==> src/spt_cfg.svh <==
// configuration constants for the transmit pcs path
`ifndef SPT_CFG_SVH
`define SPT_CFG_SVH
`define SPT_ADDR_CTRL      4'h0
`define SPT_ADDR_DRIVE     4'h4
`define SPT_ADDR_STATUS    4'h8
`define SPT_CTRL_CHAN_EN   0
`define SPT_CTRL_PLL_PD    1
`define SPT_CTRL_REF_LO    2
`define SPT_CTRL_PREDIV    4
`define SPT_CTRL_MULT_LO   5
`define SPT_CTRL_DBL       8
`define SPT_CTRL_TEN       9
`define SPT_CTRL_ENC_BYP   10
`define SPT_CTRL_XAUI      11
`define SPT_CTRL_GIGE_DIS  12
`define SPT_CTRL_W         13
`define SPT_CTRL_RST       13'h0081
`define SPT_DRIVE_TERM_LO  11
`define SPT_TERM_RST       2'h1
`define SPT_VOD_RST        11'h320
`define SPT_STAT_LOCK      0
`define SPT_STAT_FIFO_LO   1
`define SPT_STAT_UNDERRUN  4
`define SPT_MULT_X2        3'h0
`define SPT_MULT_X5        3'h2
`define SPT_MULT_MAX       3'h6
`define SPT_CLK_MHZ        250
`define SPT_LOCK_NS        400
`define SPT_LOCK_CYCLES    ((`SPT_LOCK_NS * `SPT_CLK_MHZ + 999) / 1000)
`define SPT_FIFO_DEPTH     4
`define SPT_ALIGN_MIN      5'h10
`define SPT_PRBS_SEED      7'h7f
`define SPT_XG_IDLE        8'h07
`define SPT_XG_SEQ         8'h9c
`define SPT_XG_START       8'hfb
`define SPT_XG_TERM        8'hfd
`define SPT_K28_0          8'h1c
`define SPT_K28_3          8'h7c
`define SPT_K28_4          8'h9c
`define SPT_K28_5          8'hbc
`define SPT_K27_7          8'hfb
`define SPT_K29_7          8'hfd
`define SPT_K30_7          8'hfe
`define SPT_D21_5          8'hb5
`define SPT_D2_2           8'h42
`define SPT_D5_6           8'hc5
`define SPT_D16_2          8'h50
`endif

==> src/spt_pkg.sv <==
// shared types for the transmit pcs path
package spt_pkg;
	typedef enum logic [1:0] {SPT_REF_PIN, SPT_REF_FABRIC, SPT_REF_XCVR, SPT_REF_NONE} spt_ref_e;
	typedef enum logic {SPT_HALF_LO, SPT_HALF_HI} spt_half_e;
	typedef logic [10:0] spt_sym_t;
endpackage

==> src/spt_enc8b10b.sv <==
// combinational 8b/10b encoder with running disparity in and out
`timescale 1ns/1ns
module spt_enc8b10b (
	input  wire logic [7:0] data,
	input  wire logic       is_k,
	input  wire logic       rd_in,
	output logic      [9:0] code,
	output logic            rd_out
);
	import spt_pkg::*;
	localparam logic [5:0] T6 [32] = '{
		6'h27, 6'h1d, 6'h2d, 6'h31, 6'h35, 6'h29, 6'h19, 6'h38,
		6'h39, 6'h25, 6'h15, 6'h34, 6'h0d, 6'h2c, 6'h1c, 6'h17,
		6'h1b, 6'h23, 6'h13, 6'h32, 6'h0b, 6'h2a, 6'h1a, 6'h3a,
		6'h33, 6'h26, 6'h16, 6'h36, 6'h0e, 6'h2e, 6'h1e, 6'h2b};
	localparam logic [3:0] T4 [8] = '{4'hb, 4'h9, 4'h5, 4'hc, 4'hd, 4'ha, 4'h6, 4'he};
	logic [5:0] b6;
	logic [3:0] b4;
	logic [4:0] x;
	logic [2:0] y;
	logic       unb6;
	logic       unb4;
	logic       rd6;
	logic       alt7;
	always_comb begin
		x = data[4:0];
		y = data[7:5];
		b6 = T6[x];
		if (is_k && (x == 5'h1c)) begin
			b6 = 6'h0f;
		end
		unb6 = ($countones(b6) != 3);
		if (unb6 && rd_in) begin
			b6 = ~b6;
		end else if ((x == 5'h07) && rd_in) begin
			b6 = 6'h07;
		end
		rd6 = rd_in ^ unb6;
		b4 = T4[y];
		alt7 = (y == 3'h7) && (is_k || (!rd6 && (x == 5'h11 || x == 5'h12 || x == 5'h14))
			|| (rd6 && (x == 5'h0b || x == 5'h0d || x == 5'h0e)));
		if (alt7) begin
			b4 = 4'h7;
		end
		if (is_k && !rd6 && (y == 3'h1 || y == 3'h2 || y == 3'h5 || y == 3'h6)) begin
			b4 = ~b4;
		end
		unb4 = ($countones(b4) != 2);
		if (unb4 && rd6) begin
			b4 = ~b4;
		end else if ((y == 3'h3) && rd6) begin
			b4 = 4'h3;
		end
		code = {b4[0], b4[1], b4[2], b4[3], b6[0], b6[1], b6[2], b6[3], b6[4], b6[5]};
		rd_out = rd6 ^ unb4;
	end
endmodule

==> src/spt_tx_pcs.sv <==
// transmit pcs path: pll model, phase fifo, byte serializer, protocol map, encoder, serializer
`timescale 1ns/1ns
`include "spt_cfg.svh"
module spt_tx_pcs #(
	parameter int          FIFO_DEPTH  = `SPT_FIFO_DEPTH,
	parameter int unsigned LOCK_CYCLES = `SPT_LOCK_CYCLES
) (
	input  wire logic                  ref_clk,
	input  wire logic                  reset,
	input  wire logic [3:0]            avs_address,
	input  wire logic                  avs_read,
	input  wire logic                  avs_write,
	input  wire logic [31:0]           avs_writedata,
	output logic      [31:0]           avs_readdata,
	output logic                       avs_waitrequest,
	input  wire logic                  dedicated_ref_pin_ok,
	input  wire logic                  user_fabric_ref_ok,
	input  wire logic                  xcvr_line_ref_ok,
	input  wire logic [19:0]           tx_data,
	input  wire logic [1:0]            tx_ctrl,
	output logic                       fabric_tick,
	output logic                       rx_ref_tick,
	output logic                       pll_locked,
	output logic                       tx_serial,
	output logic      [10:0]           vod_mv,
	output logic      [1:0]            term_sel
);
	import spt_pkg::*;
	localparam int AW = $clog2(FIFO_DEPTH);
	localparam int CW = AW + 1;

	logic [2:0]             ref_s1_q;
	logic [2:0]             ref_s2_q;
	logic [`SPT_CTRL_W-1:0] ctrl_q;
	logic [10:0]            vod_q;
	logic [1:0]             term_q;
	logic                   wait_q;
	logic [31:0]            rdata_q;
	logic [31:0]            rd_mux;
	logic                   wr_ok;
	logic                   underrun_q;
	logic [31:0]            lock_cnt_q;
	logic                   pll_locked_q;
	logic                   pll_on;
	logic                   mult_ok;
	logic                   ref_ok;
	spt_ref_e               ref_sel;
	logic [2:0]             mult_code;
	logic                   dbl;
	logic                   xaui;
	logic                   enc_byp;
	logic                   ten_sym;
	logic [3:0]             sym_len;
	logic [3:0]             bit_cnt_q;
	logic [9:0]             shift_q;
	logic                   word_tick;
	logic                   need_word;
	spt_half_e              half_q;
	logic                   fab_tick_q;
	logic                   ref_tick_q;
	logic [21:0]            fifo_mem [FIFO_DEPTH];
	logic [AW-1:0]          wr_ptr_q;
	logic [AW-1:0]          rd_ptr_q;
	logic [CW-1:0]          fifo_cnt_q;
	logic                   fifo_empty;
	logic                   fifo_full;
	logic                   push;
	logic                   pop;
	logic [21:0]            fword;
	spt_sym_t               fifo_lo;
	spt_sym_t               fifo_hi;
	spt_sym_t               idle_lo;
	spt_sym_t               idle_hi;
	spt_sym_t               sym;
	spt_sym_t               hold_q;
	logic                   sym_k;
	logic [7:0]             sym_d;
	logic                   enc_k;
	logic [7:0]             enc_d;
	logic                   gige_sub;
	logic                   xg_idle;
	logic                   rd_q;
	logic                   rd_next;
	logic                   k28_q;
	logic                   term_seen_q;
	logic [6:0]             prbs_q;
	logic [4:0]             align_cnt_q;
	logic [9:0]             code_enc;
	logic [9:0]             code;
	logic                   code_lsb;
	logic                   stream_q;
	logic                   prev_bit_q;
	logic [2:0]             run_cnt_q;

	function automatic logic vod_legal(input logic [1:0] t, input logic [10:0] v);
		logic ok;
		ok = 1'b0;
		case (t)
			2'h1: ok = v inside {11'h190, 11'h320, 11'h3e8, 11'h4b0, 11'h578, 11'h640};
			2'h2: ok = v inside {11'h1e0, 11'h3c0, 11'h4b0, 11'h5a0};
			2'h3: ok = v inside {11'h258, 11'h4b0, 11'h5dc};
			default: ok = 1'b0;
		endcase
		return ok;
	endfunction

	// reference presence pins pass two flops
	always_ff @(posedge ref_clk or posedge reset) begin
		if (reset) begin
			ref_s1_q <= 3'h0;
			ref_s2_q <= 3'h0;
		end else begin
			ref_s1_q <= {xcvr_line_ref_ok, user_fabric_ref_ok, dedicated_ref_pin_ok};
			ref_s2_q <= ref_s1_q;
		end
	end

	assign ref_sel   = spt_ref_e'(ctrl_q[`SPT_CTRL_REF_LO +: 2]);
	assign mult_code = ctrl_q[`SPT_CTRL_MULT_LO +: 3];
	assign dbl       = ctrl_q[`SPT_CTRL_DBL];
	assign xaui      = ctrl_q[`SPT_CTRL_XAUI];
	assign enc_byp   = ctrl_q[`SPT_CTRL_ENC_BYP];
	assign ten_sym   = enc_byp && ctrl_q[`SPT_CTRL_TEN];
	assign pll_on    = ctrl_q[`SPT_CTRL_CHAN_EN] && !ctrl_q[`SPT_CTRL_PLL_PD];
	assign mult_ok   = (mult_code <= `SPT_MULT_MAX) && (((mult_code != `SPT_MULT_X2)
		&& (mult_code != `SPT_MULT_X5)) || (ctrl_q[`SPT_CTRL_PREDIV]
		&& (ref_sel == SPT_REF_PIN)));

	always_comb begin
		unique case (ref_sel)
			SPT_REF_PIN:    ref_ok = ref_s2_q[0];
			SPT_REF_FABRIC: ref_ok = ref_s2_q[1];
			SPT_REF_XCVR:   ref_ok = ref_s2_q[2];
			SPT_REF_NONE:   ref_ok = 1'b0;
		endcase
	end

	// pll lock model
	always_ff @(posedge ref_clk or posedge reset) begin
		if (reset) begin
			lock_cnt_q <= 32'h0;
			pll_locked_q <= 1'b0;
		end else if (!(pll_on && mult_ok && ref_ok)) begin
			lock_cnt_q <= 32'h0;
			pll_locked_q <= 1'b0;
		end else if (lock_cnt_q != LOCK_CYCLES - 1) begin
			lock_cnt_q <= lock_cnt_q + 32'h1;
		end else begin
			pll_locked_q <= 1'b1;
		end
	end

	// avalon slave, one wait state per access
	assign wr_ok = avs_write && !wait_q;
	always_comb begin
		case (avs_address)
			`SPT_ADDR_CTRL:   rd_mux = {{(32-`SPT_CTRL_W){1'b0}}, ctrl_q};
			`SPT_ADDR_DRIVE:  rd_mux = {19'h0, term_q, vod_q};
			`SPT_ADDR_STATUS: rd_mux = {27'h0, underrun_q, 3'(fifo_cnt_q), pll_locked_q};
			default:          rd_mux = 32'h0;
		endcase
	end

	always_ff @(posedge ref_clk or posedge reset) begin
		if (reset) begin
			wait_q <= 1'b1;
			rdata_q <= 32'h0;
		end else begin
			wait_q <= !((avs_read || avs_write) && wait_q);
			if (avs_read && wait_q) begin
				rdata_q <= rd_mux;
			end
		end
	end

	always_ff @(posedge ref_clk or posedge reset) begin
		if (reset) begin
			ctrl_q <= `SPT_CTRL_RST;
		end else if (wr_ok && (avs_address == `SPT_ADDR_CTRL)) begin
			ctrl_q <= avs_writedata[`SPT_CTRL_W-1:0];
		end
	end

	always_ff @(posedge ref_clk or posedge reset) begin
		if (reset) begin
			vod_q <= `SPT_VOD_RST;
			term_q <= `SPT_TERM_RST;
		end else if (wr_ok && (avs_address == `SPT_ADDR_DRIVE)
			&& vod_legal(avs_writedata[`SPT_DRIVE_TERM_LO +: 2], avs_writedata[10:0])) begin
			vod_q <= avs_writedata[10:0];
			term_q <= avs_writedata[`SPT_DRIVE_TERM_LO +: 2];
		end
	end

	always_ff @(posedge ref_clk or posedge reset) begin
		if (reset) begin
			underrun_q <= 1'b0;
		end else if (need_word && fifo_empty) begin
			underrun_q <= 1'b1;
		end else if (wr_ok && (avs_address == `SPT_ADDR_STATUS)
			&& avs_writedata[`SPT_STAT_UNDERRUN]) begin
			underrun_q <= 1'b0;
		end
	end

	// symbol timing and clock ticks
	assign sym_len   = (enc_byp && !ctrl_q[`SPT_CTRL_TEN]) ? 4'h8 : 4'ha;
	assign word_tick = pll_locked_q && (bit_cnt_q == 4'h0);
	assign need_word = word_tick && (!dbl || (half_q == SPT_HALF_LO));

	always_ff @(posedge ref_clk or posedge reset) begin
		if (reset) begin
			half_q <= SPT_HALF_LO;
			fab_tick_q <= 1'b0;
			ref_tick_q <= 1'b0;
		end else begin
			fab_tick_q <= word_tick && (!dbl || (half_q == SPT_HALF_HI));
			ref_tick_q <= word_tick;
			if (!dbl || !pll_locked_q) begin
				half_q <= SPT_HALF_LO;
			end else if (word_tick) begin
				half_q <= (half_q == SPT_HALF_LO) ? SPT_HALF_HI : SPT_HALF_LO;
			end
		end
	end

	// phase compensation fifo, never bypassed
	assign fifo_empty = (fifo_cnt_q == CW'(0));
	assign fifo_full  = (fifo_cnt_q == CW'(FIFO_DEPTH));
	assign push       = fab_tick_q && !fifo_full;
	assign pop        = need_word && !fifo_empty;
	assign fword      = fifo_mem[rd_ptr_q];

	always_ff @(posedge ref_clk) begin
		if (push) begin
			fifo_mem[wr_ptr_q] <= {tx_ctrl, tx_data};
		end
	end

	always_ff @(posedge ref_clk or posedge reset) begin
		if (reset) begin
			wr_ptr_q <= '0;
			rd_ptr_q <= '0;
			fifo_cnt_q <= '0;
		end else if (!pll_locked_q) begin
			wr_ptr_q <= '0;
			rd_ptr_q <= '0;
			fifo_cnt_q <= '0;
		end else begin
			if (push) begin
				wr_ptr_q <= (wr_ptr_q == AW'(FIFO_DEPTH - 1)) ? '0 : wr_ptr_q + 1'b1;
			end
			if (pop) begin
				rd_ptr_q <= (rd_ptr_q == AW'(FIFO_DEPTH - 1)) ? '0 : rd_ptr_q + 1'b1;
			end
			fifo_cnt_q <= fifo_cnt_q + CW'(push) - CW'(pop);
		end
	end

	// byte serializer: low half first, high half held for the next slot
	always_comb begin
		fifo_lo = {fword[20], ten_sym ? fword[9:0] : {2'h0, fword[7:0]}};
		fifo_hi = {fword[21], ten_sym ? fword[19:10] : {2'h0, fword[15:8]}};
		idle_lo = xaui ? {1'b1, 2'h0, `SPT_XG_IDLE} : {1'b1, 2'h0, `SPT_K28_5};
		idle_hi = xaui ? {1'b1, 2'h0, `SPT_XG_IDLE} : {1'b0, 2'h0, `SPT_D16_2};
		if (!need_word) begin
			sym = hold_q;
		end else begin
			sym = fifo_empty ? idle_lo : fifo_lo;
		end
	end

	always_ff @(posedge ref_clk or posedge reset) begin
		if (reset) begin
			hold_q <= '0;
		end else if (need_word) begin
			hold_q <= fifo_empty ? idle_hi : fifo_hi;
		end
	end

	// protocol state machine
	assign sym_k = sym[10];
	assign sym_d = sym[7:0];
	always_comb begin
		enc_k = sym_k;
		enc_d = sym_d;
		gige_sub = 1'b0;
		xg_idle = 1'b0;
		if (xaui) begin
			if (sym_k) begin
				case (sym_d)
					`SPT_XG_IDLE: begin
						xg_idle = 1'b1;
						if (align_cnt_q == 5'h0) begin
							enc_d = `SPT_K28_3;
						end else if (term_seen_q || prbs_q[0]) begin
							enc_d = `SPT_K28_5;
						end else begin
							enc_d = `SPT_K28_0;
						end
					end
					`SPT_XG_SEQ:   enc_d = `SPT_K28_4;
					`SPT_XG_START: enc_d = `SPT_K27_7;
					`SPT_XG_TERM:  enc_d = `SPT_K29_7;
					default:       enc_d = `SPT_K30_7;
				endcase
			end
		end else if (!ctrl_q[`SPT_CTRL_GIGE_DIS] && k28_q && !sym_k
			&& (sym_d != `SPT_D21_5) && (sym_d != `SPT_D2_2)) begin
			gige_sub = 1'b1;
			enc_d = rd_q ? `SPT_D16_2 : `SPT_D5_6;
		end
	end

	spt_enc8b10b u_enc (
		.data   (enc_d),
		.is_k   (enc_k),
		.rd_in  (rd_q),
		.code   (code_enc),
		.rd_out (rd_next)
	);

	assign code     = enc_byp ? sym[9:0] : code_enc;
	assign code_lsb = code[0];

	always_ff @(posedge ref_clk or posedge reset) begin
		if (reset) begin
			rd_q <= 1'b0;
			k28_q <= 1'b0;
			term_seen_q <= 1'b0;
			prbs_q <= `SPT_PRBS_SEED;
			align_cnt_q <= `SPT_ALIGN_MIN;
		end else if (word_tick) begin
			rd_q <= enc_byp ? rd_q : rd_next;
			k28_q <= !xaui && !enc_byp && sym_k && (sym_d == `SPT_K28_5);
			term_seen_q <= xaui && sym_k && (sym_d == `SPT_XG_TERM);
			if (xg_idle) begin
				prbs_q <= {prbs_q[5:0], prbs_q[6] ^ prbs_q[5]};
				if (align_cnt_q == 5'h0) begin
					align_cnt_q <= `SPT_ALIGN_MIN | {1'b0, prbs_q[3:0]};
				end else begin
					align_cnt_q <= align_cnt_q - 5'h1;
				end
			end
		end
	end

	// serializer, lsb first
	always_ff @(posedge ref_clk or posedge reset) begin
		if (reset) begin
			bit_cnt_q <= 4'h0;
			shift_q <= 10'h0;
		end else if (!pll_locked_q) begin
			bit_cnt_q <= 4'h0;
			shift_q <= 10'h0;
		end else if (word_tick) begin
			bit_cnt_q <= sym_len - 4'h1;
			shift_q <= code;
		end else begin
			bit_cnt_q <= bit_cnt_q - 4'h1;
			shift_q <= {1'b0, shift_q[9:1]};
		end
	end

	// run length watch on the encoded line
	always_ff @(posedge ref_clk or posedge reset) begin
		if (reset) begin
			stream_q <= 1'b0;
			prev_bit_q <= 1'b0;
			run_cnt_q <= 3'h0;
		end else begin
			stream_q <= pll_locked_q && !enc_byp && (stream_q || word_tick);
			prev_bit_q <= shift_q[0];
			if (!stream_q) begin
				run_cnt_q <= 3'h0;
			end else if ((shift_q[0] == prev_bit_q) && (run_cnt_q != 3'h0)) begin
				run_cnt_q <= (run_cnt_q == 3'h7) ? run_cnt_q : run_cnt_q + 3'h1;
			end else begin
				run_cnt_q <= 3'h1;
			end
		end
	end

	assign avs_readdata    = rdata_q;
	assign avs_waitrequest = wait_q;
	assign fabric_tick     = fab_tick_q;
	assign rx_ref_tick     = ref_tick_q;
	assign pll_locked      = pll_locked_q;
	assign tx_serial       = shift_q[0];
	assign vod_mv          = vod_q;
	assign term_sel        = term_q;

	property p_fab_half;
		@(posedge ref_clk) disable iff (reset)
		word_tick && dbl && (half_q == SPT_HALF_LO) |=> !fab_tick_q;
	endproperty
	a_fab_half: assert property (p_fab_half) else $error("fabric tick on low half");
	property p_pll_off;
		@(posedge ref_clk) disable iff (reset) !pll_on |=> !pll_locked_q;
	endproperty
	a_pll_off: assert property (p_pll_off) else $error("pll locked while off");
	property p_lock_time;
		@(posedge ref_clk) disable iff (reset)
		$rose(pll_locked_q) |-> (lock_cnt_q == LOCK_CYCLES - 1) && $past(pll_on);
	endproperty
	a_lock_time: assert property (p_lock_time) else $error("lock before count");
	property p_mult_bad;
		@(posedge ref_clk) disable iff (reset) !mult_ok |=> !pll_locked_q;
	endproperty
	a_mult_bad: assert property (p_mult_bad) else $error("locked with bad multiplier");
	property p_fifo_bound;
		@(posedge ref_clk) disable iff (reset) fifo_cnt_q <= CW'(FIFO_DEPTH);
	endproperty
	a_fifo_bound: assert property (p_fifo_bound) else $error("fifo over depth");
	property p_single;
		@(posedge ref_clk) disable iff (reset) !dbl && word_tick |=> fab_tick_q;
	endproperty
	a_single: assert property (p_single) else $error("single width skipped a word");
	property p_run;
		@(posedge ref_clk) disable iff (reset) run_cnt_q <= 3'h5;
	endproperty
	a_run: assert property (p_run) else $error("run length above five");
	property p_idle_rd;
		@(posedge ref_clk) disable iff (reset) word_tick && gige_sub && !enc_byp |=> !rd_q;
	endproperty
	a_idle_rd: assert property (p_idle_rd) else $error("idle set ends positive");
	property p_start;
		@(posedge ref_clk) disable iff (reset)
		xaui && sym_k && (sym_d == `SPT_XG_START) |-> enc_k && (enc_d == `SPT_K27_7);
	endproperty
	a_start: assert property (p_start) else $error("start not K27.7");
	property p_align;
		@(posedge ref_clk) disable iff (reset)
		word_tick && xg_idle && (align_cnt_q == 5'h0) |-> (enc_d == `SPT_K28_3) ##1 align_cnt_q >= 5'h10;
	endproperty
	a_align: assert property (p_align) else $error("alignment spacing wrong");
	property p_lsb;
		@(posedge ref_clk) disable iff (reset) word_tick |=> tx_serial == $past(code_lsb);
	endproperty
	a_lsb: assert property (p_lsb) else $error("first bit not lsb");
	property p_vod;
		@(posedge ref_clk) disable iff (reset) vod_legal(term_q, vod_q);
	endproperty
	a_vod: assert property (p_vod) else $error("illegal amplitude held");
endmodule

==> config.mk <==
export PLATFORM = sky130hd
export DESIGN_NAME = spt_tx_pcs
export DESIGN_NICKNAME = d
export VERILOG_FILES = /design/src/spt_pkg.sv /design/src/spt_enc8b10b.sv /design/src/spt_tx_pcs.sv
export VERILOG_INCLUDE_DIRS = /design/src
export SDC_FILE = /design/constraint.sdc
export NUM_CORES = 1
export LEC_CHECK = 0
export BUFFER_PORTS_ARGS = -buffer_cell sky130_fd_sc_hd__buf_2
export CORE_UTILIZATION = 45
export CTS_BUF_LIST = sky130_fd_sc_hd__clkbuf_2 sky130_fd_sc_hd__clkbuf_4 sky130_fd_sc_hd__clkbuf_8
export CTS_CLUSTER_SIZE = 30
export DETAILED_ROUTE_END_ITERATION = 12
export HOLD_SLACK_MARGIN = 0.1
export PLACE_DENSITY = 0.73
export SLEW_MARGIN = 10
export SYNTH_ARGS = -nofsm -noshare
export SYNTH_HDL_FRONTEND = slang
export SYNTH_SLANG_ARGS = --single-unit
export TNS_END_PERCENT = 50
==> constraint.sdc <==
create_clock -name ref_clk -period 8 [get_ports ref_clk]
set_input_delay 0.4 -clock ref_clk [delete_from_list [all_inputs] [get_ports ref_clk]]
set_output_delay 0.4 -clock ref_clk [all_outputs]
set_load 0.01 [all_outputs]
==> results by group, run 1 <==
Outcome
  – Outcome: finished clean

Clocking
  – Clk_lat worst skew: 0.53 ns
  – CTS H-tree lvls: 2
  – Num CTS Buffers: 38
  – Clk slew on worst S/H paths: 0.07 ns
  – Sink Count: 218
  – Clk root buf: clkbuf_8
  – CTS tree: yes
  – CTS max path bufs: 3

Global routing
  – GRT Residual Overflow: 0
  – Global Route Usage Sum: 20.29%
  – Initial antenna violation count: 0
  – Largest net degree at the start of global routing: 86
  – First-pass GRT wire length: 41.77 mm
  – Vias in the first global route: 8176

Logic synthesis
  – Register area share after synthesis: 52.59%
  – Synth top area cells: dfrtp_1, edfxtp_1, mux4_2
  – Number of enable flip-flop cells after synthesis: 88
  – Avg Cell Area, Syn: 11.76 sq um
  – Post-synth ARST share: 59.63%
  – Synthesized cell area: 11250 sq um
  – Synth Flop Type: dfrtp_1
  – Unique masters post-synth: 94
  – Synth top area share: 25.59%
  – Mapped Cells: 956
  – YS warnings: 0
  – Cell taking the most area after synthesis: dfrtp_1
  – Synth Register Bits: 218

Cells and area
  – Fin area: 13620 sq um
  – N_diodes: 0
  – Sequential cell area: 5916 sq um
  – Area growth, synth to finish: 21.11%
  – Core Util, Final: 55.84%
  – Filler Cell Count: 2057
  – Layout cell share with drive strength beyond 1: 29.91%
  – Multi-input logic area: 5155 sq um
  – Nets: 1227

Setup path
  – CP Max Fanout: 6
  – CP Data Arrival Time: 8.01 ns
  – Critical Path Most Common Cell: ha_1
  – Critical path class: register to register
  – Req. time, crit path: 8.39 ns
  – Startpoint types: register
  – CP max-delay cell: or4_4
  – Setup crit end kind: register
  – CP max stage delay: 0.61 ns

Power
  – Max IR drop VDD: 0.0002006 V
  – Static Leak: 5.589 nW
  – Post-layout power: 2.557 mW
  – Pwr dens: 187.7 nW/um^2

Place
  – Placer Congestion: 0.8680
  – Post-DP HPWL: 17.34 mm
  – DP Worst Slack: -0.06553 ns
  – Post-DP Area: 12310 sq um
  – PortBufs: 76

Drt
  – Post-route ant nets: 0
  – # DRC: 0
  – Final wirelength: 26.11 mm
  – 1st-pass router iterations: 5
  – DR vias/cell: 5.554
  – Drt wl/cell: 17.59 um
  – Initial DRC count: 542
  – DR vias: 8242

Die
  – I/O Pins: 115
  – Die height: 160.1 um
  – Core Region: 24390 sq um
  – Area of the die: 25630 sq um
  – Starting density of the core: 46.11%
  – Die width: 160.1 um
  – Site row count: 57

Timing
  – Final Setup Violations: 0
  – Worst hold margin: 0.1271 ns
  – Final Hold Fails: 0
  – Slew Viols, Final: 0
  – Worst-Margin Slew: 1.145 ns
  – Worst setup margin: 0.3875 ns
  – Relative slew slack: 23.68%
  – Highest clock rate: 0.1314 GHz
  – Fin crit share: 95.16%
  – Post-layout minimum cycle time: 7.613 ns
  – Clk_skew: 0.01780 ns

Flow run
  – Max-cap violations: 0

Min path
  – Hold Crit Class: input pin to register
[Yosys cell counts, types with 8 or more instances]
library cell  number
nor2_1            75
nand2_1           82
and2_1             8
mux2_2            29
a21oi_1           32
nor4_1             8
clkbuf_1          25
nor2b_1            9
nor3_1            22
dfstp_2           15
nand4_1           19
mux2i_1           29
edfxtp_1          88
nand3_1           32
buf_2              9
o211ai_1           9
ha_1              25
xor2_1            20
a22o_1             9
xnor2_1           17
mux4_2            22
dfrtp_1          115
o21ai_0           47
and3_1             9
inv_1             25
or3_1             10
buf_4             21
[metal layers]
metal	vias to the layer above	wire, um	part of all wire [%]	GRT usage [%]
met4	0	682	2.6	7.576
met2	199	12790	49	33.97
li1	3884	-	-	-
met5	-	0	0	0
met1	4101	11490	44	26.38
met3	58	1155	4.4	3.506
[cell usage in the layout, fill, tap and decap left out, types with 13 or more instances in the layout]
cell type	n
dfrtp_1	114
edfxtp_1	88
nand2_1	80
buf_2	76
nor2_1	72
buf_4	72
o21ai_0	45
clkbuf_8	40
nand3_1	32
a21oi_1	30
mux2i_1	29
mux2_2	29
dlygate4sd3_1	27
ha_1	23
mux4_2	22
inv_1	22
nor3_1	20
xor2_1	20
nand4_1	19
conb_1	19
xnor2_1	16
dfstp_2	15
clkbuf_4	13
[timing repair]
item	CTS	global route
endpoints found under the hold margin	131	0
pin swaps	0	12
resized for setup	2	36
buffers inserted	0	8
setup endpoints to repair	2	5
hold buffers	27	0
[final cells by class]
type / instances / area share, %
tap: 324 / 2.977
timing repair buffer: 179 / 9.270
multi-input combinational: 670 / 37.85
inverter: 26 / 0.7533
clock buffer: 53 / 4.759
clock inverter: 14 / 0.9554
sequential: 218 / 43.44
[per-stage QoR]
stage | TNS (ns) | instances
6_report | 0 | 1484
5_1_grt | -0.1023 | 1484
2_1_floorplan | 0 | 974
3_3_place_gp | 0 | 1382
3_5_place_dp | -0.06553 | 1382
4_1_cts | 0 | 1476
[kinds of logic (layout without fill, tap and decap cells)]
logic type,Yosys count,in the layout,synth area share (%)
AND/OR/NAND/NOR,315,315,14.76
flip-flops,218,218,52.59
AO/OA/AOI/OAI,187,187,12.14
buffers and inverters,86,272,3.905
multiplexers,83,83,10.19
XOR/XNOR,37,37,2.882
adder cells (fa/ha/maj),29,29,3.494
other,1,19,0.03335
[state kept, by name (all words and copies together), names as in the netlist, 4 cells and up]
name,cells
align_cnt_q,5
vod_mv,11
prbs_q,7
hold_q,11
lock_cnt_q,32
bit_cnt_q,4
fifo_mem,88
ctrl_q,13
shift_q,10
avs_readdata,13
[critical path, delay by kind of cell (launching register included)]
family	cells	cell delay [ns]
simple gates	14	2.19
xor+xnor	1	0.19
buf+inv	6	0.82
fa+ha+maj	8	2.35
compound gates	8	1.54
flops	1	0.38
[report_power, final]
part	leakage, nW	internal [mW]	switching (mW)
logic	2.66	0.128	0.166
registers	2.52	1.19	0.0242
clock network	0.408	0.592	0.454
total	5.59	1.91	0.645
[final timing paths]
| path | from | endpoint | slack (ns) | depth (start not counted) |
|---|---|---|---|---|
| max | bit_cnt_q[2]$_DFF_PP0_ | shift_q[7]$_DFF_PP0_ | 0.39 | 37 |
| min | tx_data[4] | fifo_mem[3][4]$_DFFE_PP_ | 0.13 | 1 |
| max reg2reg | bit_cnt_q[2]$_DFF_PP0_ | shift_q[7]$_DFF_PP0_ | 0.39 | 37 |
| min reg2reg | ref_s1_q[0]$_DFF_PP0_ | ref_s2_q[0]$_DFF_PP0_ | 0.34 | 0 |
| max in group asynchronous | reset | fifo_cnt_q[0]$_DFF_PP0_ | 6.04 | 4 |
| min in group asynchronous | reset | rx_ref_tick$_DFF_PP0_ | 0.45 | 3 |
(Power assumes the default switching activity.)
==> run 2: changes to the inputs <==
--- a/config.mk
+++ b/config.mk
@@ -7,13 +7,15 @@
 export NUM_CORES = 1
 export LEC_CHECK = 0
 export BUFFER_PORTS_ARGS = -buffer_cell sky130_fd_sc_hd__buf_2
+export CELL_PAD_IN_SITES_DETAIL_PLACEMENT = 0
+export CELL_PAD_IN_SITES_GLOBAL_PLACEMENT = 1
 export CORE_UTILIZATION = 45
 export CTS_BUF_LIST = sky130_fd_sc_hd__clkbuf_2 sky130_fd_sc_hd__clkbuf_4 sky130_fd_sc_hd__clkbuf_8
 export CTS_CLUSTER_SIZE = 30
 export DETAILED_ROUTE_END_ITERATION = 12
 export HOLD_SLACK_MARGIN = 0.1
-export PLACE_DENSITY = 0.73
-export SLEW_MARGIN = 10
+export PLACE_DENSITY = 0.86
+export SLEW_MARGIN = 20
 export SYNTH_ARGS = -nofsm -noshare
 export SYNTH_HDL_FRONTEND = slang
 export SYNTH_SLANG_ARGS = --single-unit
==> results by group, run 2 (synthesized netlist as in run 1, its figures left out) <==
Outcome
  – Outcome: finished clean

Cells and area
  – Top reg by flops: fifo_mem
  – Area growth, synth to finish: 21.30%
  – Top Registers: fifo_mem x88, lock_cnt_q x32
  – Layout cell share with drive strength beyond 1: 30.45%
  – Filler Cell Count: 2053
  – Multi-input logic area: 5174 sq um
  – N_diodes: 0
  – Nets: 1234
  – Sequential cell area: 5914 sq um
  – Commonest non-fill, non-tap cell in the layout: dfrtp_1
  – Max reg flops: 88
  – Finished Layout Cells: 1493
  – Most frequent cells in the layout: dfrtp_1, edfxtp_1, nand2_1, buf_4, buf_2

Drt
  – Post-route ant nets: 0
  – DR vias: 8289
  – 1st-pass router iterations: 5
  – DR vias/cell: 5.552
  – Drt wl/cell: 17.76 um
  – Final wirelength: 26.52 mm
  – # DRC: 0
  – Initial DRC count: 561

Power
  – P_int: 1.849 mW
  – Share of power burned in registers: 48.8%
  – Sw power: 646.2 uW
  – Pwr dens: 182.9 nW/um^2
  – Comb pwr share: 11.5%
  – Static Leak: 5.598 nW
  – Clk pwr share: 39.7%
  – Max IR drop VDD: 0.0001847 V
  – Switching Share: 25.89%

Clocking
  – Clk root buf: clkbuf_8
  – CTS tree: yes
  – CTS H-tree lvls: 2
  – Sink Count: 218
  – Num CTS Buffers: 37
  – CTS max path bufs: 3
  – Clk slew on worst S/H paths: 0.06 ns
  – Clk_lat worst skew: 0.55 ns

Setup path
  – Critical path class: register to register
  – CP Max Fanout: 6
  – CP max-delay cell: or4_4
  – Critical Path Most Common Cell: ha_1
  – Req. time, crit path: 8.41 ns
  – CP max stage delay: 0.60 ns
  – R2R Setup Slk: 0.38 ns
  – CP Data Arrival Time: 8.03 ns
  – Startpoint types: register
  – Setup crit end kind: register

Die
  – Area of the die: 25630 sq um
  – Starting density of the core: 46.11%
  – I/O Pins: 115
  – Die width: 160.1 um
  – Core Region: 24390 sq um
  – Die height: 160.1 um
  – Site row count: 57

Timing
  – Final Setup Violations: 0
  – Final Hold Fails: 0
  – Worst-Margin Slew: 1.057 ns
  – Worst hold margin: 0.1392 ns
  – Setup TNS Final: 0 ns
  – Highest clock rate: 0.1313 GHz
  – Fin crit share: 95.22%
  – Clk_skew: 0.03319 ns
  – Post-layout minimum cycle time: 7.618 ns
  – Relative slew slack: 29.25%
  – Slew Viols, Final: 0

Place
  – Cell Count Post-Placement: 1384
  – PortBufs: 76
  – Post-DP HPWL: 17.50 mm
  – Placer Congestion: 0.8627

Global routing
  – Vias in the first global route: 8267
  – Initial antenna violation count: 0
  – GRT Residual Overflow: 0
  – Largest net degree at the start of global routing: 84
  – Global Route Usage Sum: 20.84%
  – First-pass GRT wire length: 42.79 mm

Flow run
  – Max-cap violations: 0

Min path
  – Hold Crit Class: input pin to register
## run 2: cell count changes in the layout (fill, tap and decap cells not counted), sizes merged
cell,previous run,this run
inv,26,27
clkinvlp,1,0
bufinv,2,0
dlygate4sd3,27,28
clkbuf,53,54
buf,152,159
clkinv,11,13
## run 2: worst max-delay path, delay by kind of cell (launching register included)
kind | cells | cell delay (ns)
compound gates | 10 | 1.96
xor+xnor | 1 | 0.29
fa+ha+maj | 8 | 2.35
buf+inv | 5 | 0.62
flops | 1 | 0.38
simple gates | 11 | 1.85
## run 2: layer usage
metal	track usage [%]	wire length (um)	vias up
met5	0	0	-
met4	5.584	432	0
met3	3.558	1274	41
met2	35.22	13160	221
met1	27.70	11660	4134
li1	-	-	3893
## run 2: cell type report
| class | count | share of cell area (%) |
|---|---|---|
| Clock buffer | 54 | 4.761 |
| Timing Repair Buffer | 187 | 9.613 |
| Tap cell | 324 | 2.972 |
| Sequential cell | 218 | 43.36 |
| Inverter | 26 | 0.7522 |
| Clock inverter | 14 | 0.6146 |
| Multi-Input combinational cell | 670 | 37.93 |
## run 2: metrics by stage
stage | power [mW] | utilization, % | area (sq um) | worst slack (ns)
after detailed placement | 1.506 | 50.47 | 12310 | -0.06259
final | 2.495 | 55.92 | 13640 | 0.3823
after global routing | 2.603 | 55.92 | 13640 | -0.03191
after CTS | 2.507 | 54.70 | 13340 | 0.01368
after floorplan | 1.409 | - | 11310 | 0.1114
after global placement | 1.502 | 50.47 | 12310 | 0.05177
## run 2: final timing paths
check | cells past startpoint | to | startpoint
min in group asynchronous | 3 | rx_ref_tick$_DFF_PP0_ | reset
worst min-delay path | 2 | ctrl_q[1]$_DFFE_PP0P_ | avs_writedata[1]
max in group asynchronous | 4 | term_seen_q$_DFFE_PP0N_ | reset
worst min register to register | 0 | ref_s2_q[0]$_DFF_PP0_ | ref_s1_q[0]$_DFF_PP0_
worst max-delay path | 35 | shift_q[7]$_DFF_PP0_ | bit_cnt_q[2]$_DFF_PP0_
worst max register to register | 35 | shift_q[7]$_DFF_PP0_ | bit_cnt_q[2]$_DFF_PP0_
## run 2: repair_timing
action | CTS | global route
hold endpoints to repair | 166 | 0
pin swaps | 0 | 22
gates resized for setup | 5 | 37
hold buffers | 28 | 0
setup endpoints to repair | 2 | 5
setup buffers | 0 | 13
## run 2: power groups by stage
stage	clock network, mW	registers, mW	logic, mW
global placement	0	1.24	0.264
global route	1.06	1.22	0.320
finish	0.990	1.22	0.288
CTS	1.01	1.22	0.281
floorplan	0	1.23	0.175
detailed placement	0	1.24	0.267
==> run 3: changes to the inputs <==
--- a/config.mk
+++ b/config.mk
@@ -18,5 +18,6 @@
 export SLEW_MARGIN = 20
 export SYNTH_ARGS = -nofsm -noshare
 export SYNTH_HDL_FRONTEND = slang
+export SYNTH_HIERARCHICAL = 1
 export SYNTH_SLANG_ARGS = --single-unit
 export TNS_END_PERCENT = 50
==> results by group, run 3 <==
Timing
  – Clk_skew: 0.03061 ns
  – Worst setup margin: -0.4960 ns
  – Setup TNS Final: -2.001 ns
  – Slew Viols, Final: 0
  – Final Setup Violations: 5
  – Fin crit share: 106.2%
  – Relative slew slack: 25.29%
  – Worst-Margin Slew: 1.115 ns
  – Post-layout minimum cycle time: 8.496 ns
  – Worst hold margin: 0.1329 ns
  – Final Hold Fails: 0
  – Unrepaired setup endpoints after global routing: yes
  – Highest clock rate: 0.1177 GHz

Cells and area
  – Nets: 1283
  – Most frequent cells in the layout: buf_4, dfrtp_1, edfxtp_1, nand2_1, buf_2
  – Top reg by flops: fifo_mem
  – Max reg flops: 88
  – Commonest non-fill, non-tap cell in the layout: buf_4
  – Filler Cell Count: 2001
  – Top Registers: fifo_mem x88, lock_cnt_q x32
  – Layout cell share with drive strength beyond 1: 33.17%
  – Multi-input logic area: 5099 sq um
  – Core Util, Final: 58.13%
  – Area growth, synth to finish: 27.17%
  – Sequential cell area: 5914 sq um
  – N_diodes: 0

Setup path
  – Critical path class: register to register
  – Worst r2r path cells: 35
  – CP Data Arrival Time: 8.97 ns
  – CP max stage delay: 0.58 ns
  – CP max-delay cell: or4_4
  – Critical Path Most Common Cell: fa_1
  – Req. time, crit path: 8.47 ns
  – Setup crit end kind: register
  – Startpoint types: register
  – CP Max Fanout: 4
  – R2R Setup Slk: -0.50 ns

Die
  – Die width: 158.9 um
  – Starting density of the core: 45.71%
  – Site row count: 57
  – Core Region: 24250 sq um
  – I/O Pins: 115
  – Die height: 158.9 um
  – Area of the die: 25260 sq um

Clocking
  – Clk slew on worst S/H paths: 0.06 ns
  – Num CTS Buffers: 38
  – Clk root buf: clkbuf_8
  – CTS max path bufs: 3
  – CTS tree: yes
  – Clk_lat worst skew: 0.56 ns
  – CTS H-tree lvls: 2
  – Sink Count: 218

Logic synthesis
  – Count leader, synth: dfrtp_1
  – Unique masters post-synth: 79
  – Number of enable flip-flop cells after synthesis: 88
  – Register area share after synthesis: 53.36%
  – Synth Flop Type: dfrtp_1
  – Mapped Cells: 947
  – Synth Register Bits: 218
  – Synth top area cells: dfrtp_1, edfxtp_1, mux4_2
  – Synthesized cell area: 11080 sq um
  – Synth top area share: 25.96%
  – Synth cell count leaders: dfrtp_1, edfxtp_1, nand2_1, nor2_1, o21ai_0
  – Avg Cell Area, Syn: 11.70 sq um
  – Post-synth ARST share: 59.63%
  – Cell taking the most area after synthesis: dfrtp_1
  – YS warnings: 6

Global routing
  – GRT Residual Overflow: 0
  – Vias in the first global route: 7958
  – Global Route Usage Sum: 20.02%
  – First-pass GRT wire length: 40.94 mm
  – Largest net degree at the start of global routing: 83
  – Initial antenna violation count: 0

Min path
  – Worst hold path depth: 2
  – Hold Crit Class: input pin to register

Power
  – Max IR drop VDD: 0.0001359 V
  – Pwr dens: 186.7 nW/um^2
  – Static Leak: 6.041 nW
  – Post-layout power: 2.631 mW

Flow run
  – Max-cap violations: 0

Drt
  – # DRC: 0
  – DR vias: 8131
  – Final wirelength: 25.28 mm
  – Drt wl/cell: 16.43 um
  – DR vias/cell: 5.283
  – Initial DRC count: 450
  – Post-route ant nets: 0
  – 1st-pass router iterations: 6

Place
  – PortBufs: 76
  – DP Worst Slack: -0.5630 ns
  – Post-DP HPWL: 17.73 mm
  – Placer Congestion: 0.8593

Outcome
  – Outcome: complete, but fails checks
  – Failing checks: setup timing
-- run 3: worst max-delay path, delay by kind of cell (launching register included) --
family                     cells  cell delay, ns
AOI/OAI and AO/OA              9            1.87
buffers and inverters          4            0.24
DFF                            1            0.39
and+or+nand+nor               11            2.77
xor gates and xnor gates       1            0.21
muxes                          1            0.17
adders and majority gates      9            2.77
-- run 3: layout make-up --
cell class | instances | share of cell area, %
Timing Repair Buffer | 237 | 11.98
Clock inverter | 14 | 1.039
Sequential cell | 218 | 41.96
Tap cell | 324 | 2.876
Multi-Input combinational cell | 658 | 36.17
Inverter | 32 | 0.9054
Clock buffer | 56 | 5.068
-- run 3: repair_timing --
item                                    in CTS  in global routing
cloned                                       0                  1
endpoints found under the setup margin       5                  5
pin swaps                                    5                  8
resized for setup                            9                 22
hold endpoints to repair                    92                 69
hold buffers                                27                  1
setup buffers                               10                  8
-- run 3: worst paths after layout --
path	from	end
min reg2reg	ref_s1_q[2]$_DFF_PP0_	ref_s2_q[2]$_DFF_PP0_
min in group asynchronous	reset	avs_readdata[12]$_DFFE_PP0P_
max	bit_cnt_q[2]$_DFF_PP0_	shift_q[7]$_DFF_PP0_
max in group asynchronous	reset	vod_mv[10]$_DFFE_PP0P_
min	avs_writedata[0]	ctrl_q[0]$_DFFE_PP1P_
max reg2reg	bit_cnt_q[2]$_DFF_PP0_	shift_q[7]$_DFF_PP0_
-- run 3: kinds of logic after synthesis --
family / synth area share, %
muxes: 10.69
AOI/OAI and AO/OA: 9.809
xor gates and xnor gates: 3.398
DFF: 53.36
other: 0.03383
adders and majority gates: 4.064
and+or+nand+nor: 14.60
buffers and inverters: 4.052
-- run 3: stage by stage --
stage / instance area [sq um] / instances
3_3_place_gp: 12670 / 1422
4_1_cts: 13920 / 1529
5_1_grt: 14100 / 1539
3_5_place_dp: 12670 / 1422
2_1_floorplan: 11330 / 965
6_report: 14100 / 1539
-- run 3: power by group --
part	internal [mW]	leakage [nW]	switching, mW
clock	0.649	0.450	0.459
combinational	0.142	3.07	0.174
sequential	1.19	2.52	0.0196
total	1.98	6.04	0.653
-- run 3: metal layers --
layer / global-route usage [%] / share of wire [%]
met4: 5.944 / 1.8
met1: 27.69 / 46
met2: 32.54 / 48
met5: 0 / 0
met3: 3.308 / 4.5
